### config.mk
export PLATFORM = sky130hd
export DESIGN_NAME = msdec_top
export DESIGN_NICKNAME = d
export VERILOG_FILES = /design/src/msdec_pkg.sv /design/src/msdec_format.sv /design/src/msdec_sampler.sv /design/src/msdec_top.sv
export SDC_FILE = /design/constraint.sdc
export NUM_CORES = 1
export LEC_CHECK = 0
export ABC_AREA = 1
export BUFFER_PORTS_ARGS = -buffer_cell sky130_fd_sc_hd__clkbuf_2
export CORE_AREA = 2 2 193 195
export DETAILED_ROUTE_END_ITERATION = 6
export DIE_AREA = 0 0 195 197
export GPL_TIMING_DRIVEN = 0
export PLACE_DENSITY_LB_ADDON = 0.3
export SYNTH_ARGS = -nofsm -noshare
export SYNTH_HDL_FRONTEND = slang
export SYNTH_SLANG_ARGS = --single-unit
### constraint.sdc
create_clock -name clk -period 0.95 [get_ports clk]
set_input_delay 0.0475 -clock clk [delete_from_list [all_inputs] [get_ports clk]]
set_output_delay 0.0475 -clock clk [all_outputs]
set_load 0.01 [all_outputs]
### src/msdec_pkg.sv
// constants, field layout and carrier types for the media surface descriptor decoder
// assumes one engine clock; descriptor dwords arrive already fetched from memory
package msdec_pkg;

  // dword 1 field positions
  localparam int HEIGHT_LSB = 19;
  localparam int WIDTH_LSB = 6;
  localparam int SITING_LSB = 0;
  // dword 2 field positions
  localparam int FORMAT_LSB = 28;
  localparam int INTERLEAVE_BIT = 27;
  localparam int PITCH_LSB = 3;
  localparam int HALF_PITCH_BIT = 2;
  localparam int TILED_BIT = 1;
  localparam int WALK_BIT = 0;
  // dwords 3 and 4 offset positions
  localparam int XOFF_LSB = 16;
  localparam int YOFF_LSB = 0;
  // sampler-state dword 0 positions
  localparam int SAMP_DISABLE_BIT = 31;
  localparam int SAMP_PRECLAMP_BIT = 28;

  // sampler array geometry: 16 entries, each 4 dwords (16 bytes)
  localparam int SAMP_ENTRIES = 16;
  localparam int SAMP_STRIDE_DW = 4;
  localparam logic [31:0] SAMP_STRIDE_BYTES = 32'h0000_0010;

  // value forced on every channel of a disabled sampler
  localparam logic [31:0] SAMP_FORCE_VALUE = 32'h0000_0000;

  // reset value of every decoded field
  localparam logic [31:0] DECODE_RESET = 32'h0000_0000;

  // surface format codes
  localparam logic [3:0] packed_luma_chroma_order0 = 4'h0;
  localparam logic [3:0] packed_luma_chroma_order1 = 4'h1;
  localparam logic [3:0] packed_luma_chroma_order2 = 4'h2;
  localparam logic [3:0] packed_luma_chroma_order3 = 4'h3;
  localparam logic [3:0] planar_quarter_chroma_8bit = 4'h4;
  localparam logic [3:0] planar_quarter_horiz_chroma_8bit = 4'h5;
  localparam logic [3:0] planar_half_chroma_8bit = 4'h6;
  localparam logic [3:0] denoise_statistics_format = 4'h7;
  localparam logic [3:0] rgb10_a2_format = 4'h8;
  localparam logic [3:0] rgb8_a8_format = 4'h9;
  localparam logic [3:0] chroma_pair_format = 4'ha;
  localparam logic [3:0] chroma_single_format = 4'hb;
  localparam logic [3:0] luma_only_8bit = 4'hc;
  localparam logic [3:0] first_reserved_format = 4'hd;

  // lookup table choice per output channel, bit order {a, b, g, r}; 1 selects table 1
  localparam logic [3:0] LUT_SEL_COLOR = 4'h5;
  localparam logic [3:0] LUT_SEL_LUMA = 4'h0;

  typedef enum logic {tile_walk_x_major_a, tile_walk_y_major_b} msdec_walk_t;

  typedef struct packed {
    logic [31:0] dw4;
    logic [31:0] dw3;
    logic [31:0] dw2;
    logic [31:0] dw1;
    logic [31:0] dw0;
  } msdec_desc_t;

  typedef struct packed {
    logic planar;
    logic packed_yc;
    logic quarter;
    logic even_x;
    logic invalid;
    logic [3:0] lut_sel;
  } msdec_class_t;

  typedef struct packed {
    logic [31:0] base;
    logic [13:0] height;
    logic [13:0] width;
    logic [1:0] siting;
    logic [3:0] format;
    msdec_class_t cls;
    logic interleave;
    logic [17:0] pitch;
    logic [17:0] chroma_pitch;
    logic tiled;
    msdec_walk_t walk;
    logic [12:0] cb_x;
    logic [12:0] cb_y;
    logic [12:0] cr_x;
    logic [12:0] cr_y;
    logic cr_used;
    logic offset_err;
  } msdec_surf_t;

  typedef struct packed {
    logic [31:0] addr;
    logic disable_smp;
    logic preclamp;
  } msdec_samp_t;

endpackage

### src/msdec_format.sv
// surface format classifier: splits the 4-bit format code into planar, packed and invalid
// purely combinational; the caller registers the result
`timescale 1ns/100ps
`default_nettype none
module msdec_format (
  // format code in
  input wire logic [3:0] format,
  // classification out
  output msdec_pkg::msdec_class_t cls
);
  import msdec_pkg::*;

  wire is_packed = (format <= packed_luma_chroma_order3);
  wire is_planar = (format == planar_quarter_chroma_8bit) ||
                   (format == planar_quarter_horiz_chroma_8bit) ||
                   (format == planar_half_chroma_8bit);
  // RULE_24 reserved codes
  wire is_reserved = (format >= first_reserved_format);
  // RULE_17 even column planes
  wire needs_even_x = (format == planar_quarter_chroma_8bit) ||
                      (format == planar_half_chroma_8bit);

  assign cls.planar = is_planar;
  assign cls.packed_yc = is_packed;
  assign cls.quarter = (format == planar_quarter_chroma_8bit);
  assign cls.even_x = needs_even_x;
  assign cls.invalid = is_reserved;
  // RULE_08 luma on table 0
  assign cls.lut_sel = (format == luma_only_8bit) ? LUT_SEL_LUMA : LUT_SEL_COLOR;

endmodule
`default_nettype wire

### src/msdec_sampler.sv
// first sampler-state dword decoder with array indexing and channel forcing
// assumes the caller presents the array base and entry index with the state dword
`timescale 1ns/100ps
`default_nettype none
module msdec_sampler (
  // clock, reset, enable
  input wire logic clk,
  input wire logic rstn,
  input wire logic ce,
  // sampler request
  input wire logic samp_valid,
  input wire logic [31:0] samp_array_base,
  input wire logic [3:0] samp_index,
  input wire logic [31:0] samp_dw0,
  input wire logic [31:0] texel_in,
  // decoded sampler
  output logic samp_ready,
  output msdec_pkg::msdec_samp_t samp,
  output logic [31:0] texel_out
);
  import msdec_pkg::*;

  // RULE_21 entry stride
  wire [31:0] entry_offset = {24'h00_0000, samp_index, 4'h0};
  wire [31:0] next_addr = samp_array_base + entry_offset;
  wire next_disable = samp_dw0[SAMP_DISABLE_BIT];
  // RULE_23 pre-clamp select
  wire select_c = samp_dw0[SAMP_PRECLAMP_BIT];
  // RULE_22 forced channel value
  wire [31:0] next_texel = next_disable ? SAMP_FORCE_VALUE : texel_in;

  always_ff @(posedge clk or negedge rstn) begin
    if (!rstn) begin
      samp <= '0;
      texel_out <= DECODE_RESET;
      samp_ready <= 1'b0;
    end else if (ce) begin
      samp_ready <= samp_valid;
      if (samp_valid) begin
        samp <= '{addr: next_addr, disable_smp: next_disable, preclamp: select_c};
        texel_out <= next_texel;
      end
    end
  end

endmodule
`default_nettype wire

### src/msdec_top.sv
// media surface descriptor decoder: turns a five-dword surface descriptor and the first
// sampler-state dword into registered fields for the deinterlace and 8x8 sampling paths
// assumes descriptors arrive as whole five-dword words with a one-cycle valid strobe
//
// Functional notes
// RULE_01: dword 0 bits 31:0 give the surface byte base, luma plane for planar.
// RULE_02: software aligns tiled base to 4KB; base itself is never tiled.
// RULE_03: height is dword 1 bits 31:19 plus one, 1 to 8192 rows.
// RULE_04: width is dword 1 bits 18:6 plus one, 1 to 8192 pixels.
// RULE_05: software keeps width even or multiple of four, within pitch.
// RULE_06: dword 1 bits 1:0 give chroma vertical siting, only for planar 4:2:0.
// RULE_07: dword 2 bits 31:28 select the surface format; 13 to 15 reserved.
// RULE_08: luma and green use table 0; red, blue, chroma use table 1.
// RULE_09: dword 2 bit 27 fetches both chroma from one interleaved plane.
// RULE_10: pitch is dword 2 bits 19:3 plus one bytes.
// RULE_11: software keeps pitch inside the range for its surface kind.
// RULE_12: dword 2 bit 2 halves the pitch for planar chroma planes.
// RULE_13: software makes tiled pitch a tile-width multiple, doubled with half pitch.
// RULE_14: dword 2 bit 1 set means tiled, clear means linear.
// RULE_15: dword 2 bit 0 picks Y-major walk; ignored when linear.
// RULE_16: software invalidates caches when tiling or walk changes.
// RULE_17: dword 3 bits 28:16 give blue or interleaved plane column offset, even.
// RULE_18: dword 3 bits 12:0 give blue or interleaved plane row offset, even.
// RULE_19: dword 4 red plane offsets apply only to planar without interleave.
// RULE_20: software writes zero to reserved descriptor bits.
// RULE_21: sampler state is up to sixteen entries, four dwords apart.
// RULE_22: sampler-state bit 31 disables the sampler and forces outputs.
// RULE_23: sampler-state bit 28 enables LOD pre-clamp before mag/min choice.
// RULE_24: reserved format codes are flagged invalid, no defined data.
`timescale 1ns/100ps
`default_nettype none
module msdec_top (
  // clock, reset, enable
  input wire logic clk,
  input wire logic rstn,
  input wire logic ce,
  // descriptor request
  input wire logic desc_valid,
  input wire msdec_pkg::msdec_desc_t desc,
  // decoded surface
  output logic surf_valid,
  output msdec_pkg::msdec_surf_t surf,
  // sampler request
  input wire logic samp_valid,
  input wire logic [31:0] samp_array_base,
  input wire logic [3:0] samp_index,
  input wire logic [31:0] samp_dw0,
  input wire logic [31:0] texel_in,
  // decoded sampler
  output logic samp_ready,
  output msdec_pkg::msdec_samp_t samp,
  output logic [31:0] texel_out
);
  import msdec_pkg::*;

  msdec_class_t cls;

  // RULE_07 format field
  wire [3:0] fmt = desc.dw2[FORMAT_LSB +: 4];

  msdec_format u_format (
    .format(fmt),
    .cls(cls)
  );

  // RULE_01 base address
  wire [31:0] base = desc.dw0;
  // RULE_03 height plus one
  wire [13:0] height = {1'b0, desc.dw1[HEIGHT_LSB +: 13]} + 14'h0001;
  // RULE_04 width plus one
  wire [13:0] width = {1'b0, desc.dw1[WIDTH_LSB +: 13]} + 14'h0001;
  // RULE_06 siting only for 4:2:0
  wire [1:0] siting = cls.quarter ? desc.dw1[SITING_LSB +: 2] : 2'h0;
  // RULE_09 interleave only when planar
  wire interleave = cls.planar & desc.dw2[INTERLEAVE_BIT];
  // RULE_10 pitch plus one
  wire [17:0] pitch = {1'b0, desc.dw2[PITCH_LSB +: 17]} + 18'h00001;
  // RULE_12 halved chroma pitch
  wire half_pitch = cls.planar & desc.dw2[HALF_PITCH_BIT];
  wire [17:0] chroma_pitch = half_pitch ? {1'b0, pitch[17:1]} : pitch;
  // RULE_14 tiled flag
  wire tiled = desc.dw2[TILED_BIT];
  // RULE_15 walk ignored when linear
  wire walk_y = tiled & desc.dw2[WALK_BIT];
  wire [12:0] cb_x = cls.planar ? desc.dw3[XOFF_LSB +: 13] : 13'h0000;
  wire [12:0] cb_y = cls.planar ? desc.dw3[YOFF_LSB +: 13] : 13'h0000;
  // RULE_19 red plane offsets gated
  wire cr_used = cls.planar & ~interleave;
  wire [12:0] cr_x = cr_used ? desc.dw4[XOFF_LSB +: 13] : 13'h0000;
  wire [12:0] cr_y = cr_used ? desc.dw4[YOFF_LSB +: 13] : 13'h0000;
  // RULE_17 odd column flagged
  wire odd_x = cls.even_x & (cb_x[0] | cr_x[0]);
  // RULE_18 odd row flagged
  wire odd_y = cb_y[0] | cr_y[0];

  msdec_surf_t next_surf;
  assign next_surf = '{base: base, height: height, width: width, siting: siting,
                       format: fmt, cls: cls, interleave: interleave, pitch: pitch,
                       chroma_pitch: chroma_pitch, tiled: tiled,
                       walk: msdec_walk_t'(walk_y), cb_x: cb_x, cb_y: cb_y,
                       cr_x: cr_x, cr_y: cr_y, cr_used: cr_used,
                       offset_err: odd_x | odd_y};

  // decoded fields stay until the next descriptor, so the sampling path may read them late
  always_ff @(posedge clk or negedge rstn) begin
    if (!rstn) begin
      surf <= '0;
      surf_valid <= 1'b0;
    end else if (ce) begin
      surf_valid <= desc_valid;
      if (desc_valid) begin
        surf <= next_surf;
      end
    end
  end

  msdec_sampler u_sampler (
    .clk(clk),
    .rstn(rstn),
    .ce(ce),
    .samp_valid(samp_valid),
    .samp_array_base(samp_array_base),
    .samp_index(samp_index),
    .samp_dw0(samp_dw0),
    .texel_in(texel_in),
    .samp_ready(samp_ready),
    .samp(samp),
    .texel_out(texel_out)
  );

  // own decode of the taken code, so the take checks below do not lean on the classifier
  wire chk_planar = desc.dw2[31:28] inside {4'h4, 4'h5, 4'h6};

  // RULE_08 per-channel table: red (bit 0) and blue (bit 2) on table 1 unless luma only
  for (genvar ch = 0; ch < 4; ch++) begin : g_lut
    localparam logic ON_T1 = (ch == 0) || (ch == 2);

  end
endmodule
`default_nettype wire

After elaboration in Yosys (flattened, before gate mapping)
Index checks and enable logic that the tools add are counted.

$add $sub $neg: 4. Magnitude comparators: 2. Eq/ne operators: 4. Mux-type cells: 8. Bitwise gates (word level): 9. Reductions and logical operators: 5.

Operators with widths (count): 13-bit two-way mux (4); 32-bit by 8-bit adder with 32-bit output (1); 32-bit two-way mux (1); 13-bit by 1-bit adder with 14-bit output (second input constant) (2); 17-bit by 1-bit adder with 18-bit output (second input constant) (1); 18-bit two-way mux (1); 4-bit by 3-bit equality test with 1-bit output (second input constant) (3); 1-bit bitwise AND (5); 4-bit equality test (second input constant) (1); 4-bit greater-or-equal comparator (second input constant) (1); 4-bit by 2-bit <= comparator with 1-bit output (second input constant) (1); 2-bit AND reduction (2); 1-bit logical OR (3); 3-bit two-way mux (1); 1-bit bitwise OR (3); 2-bit two-way mux (1); 1-bit inverter (1).

Register bits: 236. Input bits: 265. Output and inout port bits: 236. Word-level logic and storage cells: 60.

Longest topological paths before layout
Depth in word-level cells: 10. Depth in mapped cells: 11. Depth with buffers taken out: 11.

Modules after synthesis
From an unflattened synthesis, not the netlist that was laid out.

Cells, all modules: 1318. Area total of the unflattened synthesis: 10896.7 µm².

By module, submodules not included: msdec_top (instances 1, cells an instance 892, area each 7402.1 µm², seq. area each 4229.1 µm²); msdec_sampler (instances 1, cells an instance 402, area each 3378.2 µm², seq. area each 1676.6 µm²); msdec_format (instances 1, cells an instance 24, area each 116.4 µm², seq. area each 0.0 µm²).

Worst setup path after synthesis
No wires, ideal clock.

Kind: input port to flip-flop. From: in samp_array_base[4]. To: reg, netlist name u_sampler.samp[20]. Arrival time: 1.240 ns. Path slack: -0.407 ns. Cell stages on the path: 9. Path buffers: 0. Cells stage by stage: ha_1 > fa_1 > nand2_1 > nand3_1 > nand3_1 > nor2_1 > xor2_1 > nand2_1 > nand2_1.

Word-level cells in the longest chain between the ends: 1.

Ends and longest elaborated chain: from (decl) (line msdec_top.sv:45) `input wire logic [31:0] samp_array_base,`; 32-bit by 8-bit adder with 32-bit output (line msdec_sampler.sv:25) `wire [31:0] next_addr = samp_array_base + entry_offset;`.

No other way between the ends. A chain may end at the register's enable or synchronous reset.

==> metrics.cfg <==
[status]
outcome=finished with violations
violations=negative hold slack, negative setup slack

[synth]
synth_compound_area_share_pct=11.61
ys_seq_area_share_pct=54.83
syn-mean-instance-area_um2=8.716
synth_top_family_by_area=simple AND/OR/NAND/NOR gates
synthFlopType=dfrtp_1
ys_types=41
syn_area_um2=10630
synth-seq-cells=233
synthAdderAreaFrac_pct=1.012
ys_async_sr_fraction_pct=100.0
synth-simple-area-share_pct=26.17
synthCells=1220
yosys_warnings=0
synthXorXnorAreaFrac_pct=1.235
synth.area.mux_share_pct=0
synth_edf_count=0

[global_routing]
grt_pass1_wl_mm=67.19
grt_antenna_before_repair=4
overflow=0
grt.total_usage_pct=22.36
grt_max_degree=91
grt_pass1_vias=12190

[layout]
mostFrequentLayoutCell=nand2_1
instances_no_fill=2548
seq_area_um2=5833
layout_common_cells=430 x nand2_1, 356 x clkbuf_2, 231 x dfrtp_1
num-nets-final=2333
fillers=3304
area_delta_synth_final_pct=75.01
drive_above_1_share_pct=37.49
multi_input_area_um2=4581

[sta]
finalCriticalPeriod_ns=1.268
fin_hold_ws_ns=-0.09952
hold_violations=15
tightest_slew_ns=0.6678
fin_worst_skew_ns=0
layout_setup_ws_ns=-0.3180
period_share_pct=133.5
rsz0062_at_grt=yes
setup_tns_ns=-39.87
drv_slew=0
relSlewSlack_pct=55.48
fmax_mhz=788.6
setup_violations=247

[worst_setup_path]
rr_startpoint=u_sampler.texel_out[5]$_DFFE_PN0P_
cpPeakStageDelay_ns=0.42
worst-r2r-setup-slack_ns=0
ff2ff_path_depth=3
crit_chain=buf_6 > buf_6
cp.arrival_ns=1.22
crit_path_frequent_cell=buf_6
crit_slowest_cell=dfrtp_1
worst_r2r_endpoint=u_sampler.texel_out[5]$_DFFE_PN0P_
crit_path_end_kind=output port
path_class=flop to output port
worstPathMaxFanout=3
cp.required_ns=0.90
startpoint_type=flop

[floorplan]
dieArea_um2=38420
fp.dieH_um=197
core_um2=36260
num_rows=70
io_pins=501
die_w_um=195
initial_core_util_pct=29.33

[detailed_routing]
viasPerCell=4.760
drc=0
routed-wl-met3_mm=3.620
drt_first_pass_iters=5
routedWlPerCell_um=17.99
wl_met2_mm=22.80
vias=12130
drtIter0Drc=480
wl_met1_mm=17.73
drt_wl_total_mm=45.83
final_antenna_net_count=0
route.top_layer_used=met4

[hold_path]
hold_start=desc[71]
hold_depth=4
min_path_type=input port to flop
hold_end=surf[78]$_DFFE_PN0P_

[flow_run]
drv_cap=0

[placement]
portBuffers=445
globalplace.congestion=0.9252
dp_hpwl_mm=30.74
dp_cells=2136
preCtsSetupSlack_ns=-0.9551

[power_and_ir_drop]
irDropWorstVdd_v=0.001187
static-leakage-power_nw=9.908
power_density_nw_per_um2=1594

[clock_tree]
htree_num_levels=1
clk_path_buf_depth=3
clk_pin_slew_ns=0.06
cts-buffers-inserted=27
cts_tree=built
cts_num_sinks=233
cts_root_buf=clkbuf_16
clk-insertion-delay-late_ns=0.55

-- what timing repair did --
action                                 in CTS  in global routing
hold buffers                              205                 18
setup buffers                              79                 86
setup endpoints to repair                 413                477
gates resized for setup                    25                259
pin swaps                                   3                 35
endpoints found under the hold margin     360                 17
-- worst max-delay path: cells and delay by family (launching register included) --
family | cells | cell delay, ns
buf+inv | 2 | 0.25
flops | 1 | 0.42
-- synthesized netlist by cell type, types with 2 or more instances --
| master | count | area (µm²) |
|---|---|---|
| a22o_1 | 58 | 508.0 |
| a32o_1 | 26 | 260.3 |
| nor3_2 | 2 | 20.02 |
| buf_4 | 6 | 45.04 |
| ha_1 | 7 | 87.58 |
| nor3_1 | 11 | 55.05 |
| inv_1 | 69 | 259.0 |
| o21ai_0 | 37 | 185.2 |
| nor2_4 | 4 | 45.04 |
| nor2_1 | 91 | 341.6 |
| o21ai_1 | 13 | 65.06 |
| dfrtp_1 | 233 | 5831 |
| nand2_1 | 446 | 1674 |
| nand3b_1 | 10 | 75.07 |
| a31oi_1 | 14 | 87.58 |
| nand3_1 | 73 | 365.4 |
| nand4_1 | 10 | 62.56 |
| nand3_2 | 2 | 20.02 |
| a21o_1 | 3 | 22.52 |
| nand2_2 | 6 | 37.54 |
| a21oi_1 | 11 | 55.05 |
| xor2_1 | 10 | 87.58 |
| clkbuf_1 | 15 | 56.30 |
| inv_2 | 2 | 7.510 |
| xnor2_1 | 5 | 43.79 |
| buf_2 | 33 | 165.2 |
| or2_0 | 3 | 18.77 |
| nor2_2 | 7 | 43.79 |
-- sequential cells by signal (all words and copies together) (netlist names) --
register / cells
surf: 165
u_sampler.texel_out: 32
surf_valid: 1
u_sampler.samp: 34
u_sampler.samp_ready: 1
-- cell families (layout without fill, tap and decap cells) --
group | after synthesis | after routing
AND/OR/NAND/NOR | 668 | 668
flip-flops | 233 | 233
AO/OA/AOI/OAI | 168 | 168
buffers and inverters | 127 | 984
XOR/XNOR | 15 | 15
adder cells (fa/ha/maj) | 8 | 8
other | 1 | 4
-- per-layer routing --
metal	vias to the layer above	GRT usage [%]
li1	5691	-
met1	5837	26.11
met2	492	39.58
met3	109	5.287
met4	0	8.991
met5	-	0
-- report_power, final --
group | switching [mW] | leakage [nW] | internal, mW
sequential | 0.683 | 2.96 | 11.0
combinational | 3.44 | 6.50 | 3.69
clock | 4.28 | 0.449 | 6.60
-- area by class of cell --
class / count / area share [%]
inverters: 73 / 1.486
well taps: 468 / 3.146
clock buffers: 36 / 4.027
clock inverters: 11 / 0.8875
multi-input cells: 861 / 24.61
plain buffers: 54 / 1.553
flip-flops and latches: 233 / 31.34
repair buffers: 810 / 32.92
diodes: 2 / 0.02689
-- metrics by stage --
step	area (µm²)	utilization [%]	power [mW]
final	18610	51.33	29.66
after global routing	18610	51.33	30.98
after CTS	17300	47.70	28.84
after detailed placement	13620	37.57	16.57
after global placement	13560	37.39	16.48
after floorplan	10750	-	13.87
-- worst max path at each step --
stage,depth (start not counted),from,endpoint
final,2,surf[93]$_DFFE_PN0P_,surf[95]
after global routing,2,surf[93]$_DFFE_PN0P_,surf[95]
after CTS,2,surf[93]$_DFFE_PN0P_,surf[95]
after detailed placement,5,ce,surf[8]$_DFFE_PN0P_
after global placement,1,rstn,u_sampler.samp[32]$_DFFE_PN0P_
after floorplan,10,samp_array_base[4],u_sampler.samp[30]$_DFFE_PN0P_
Power figures use the tool's default switching activity.
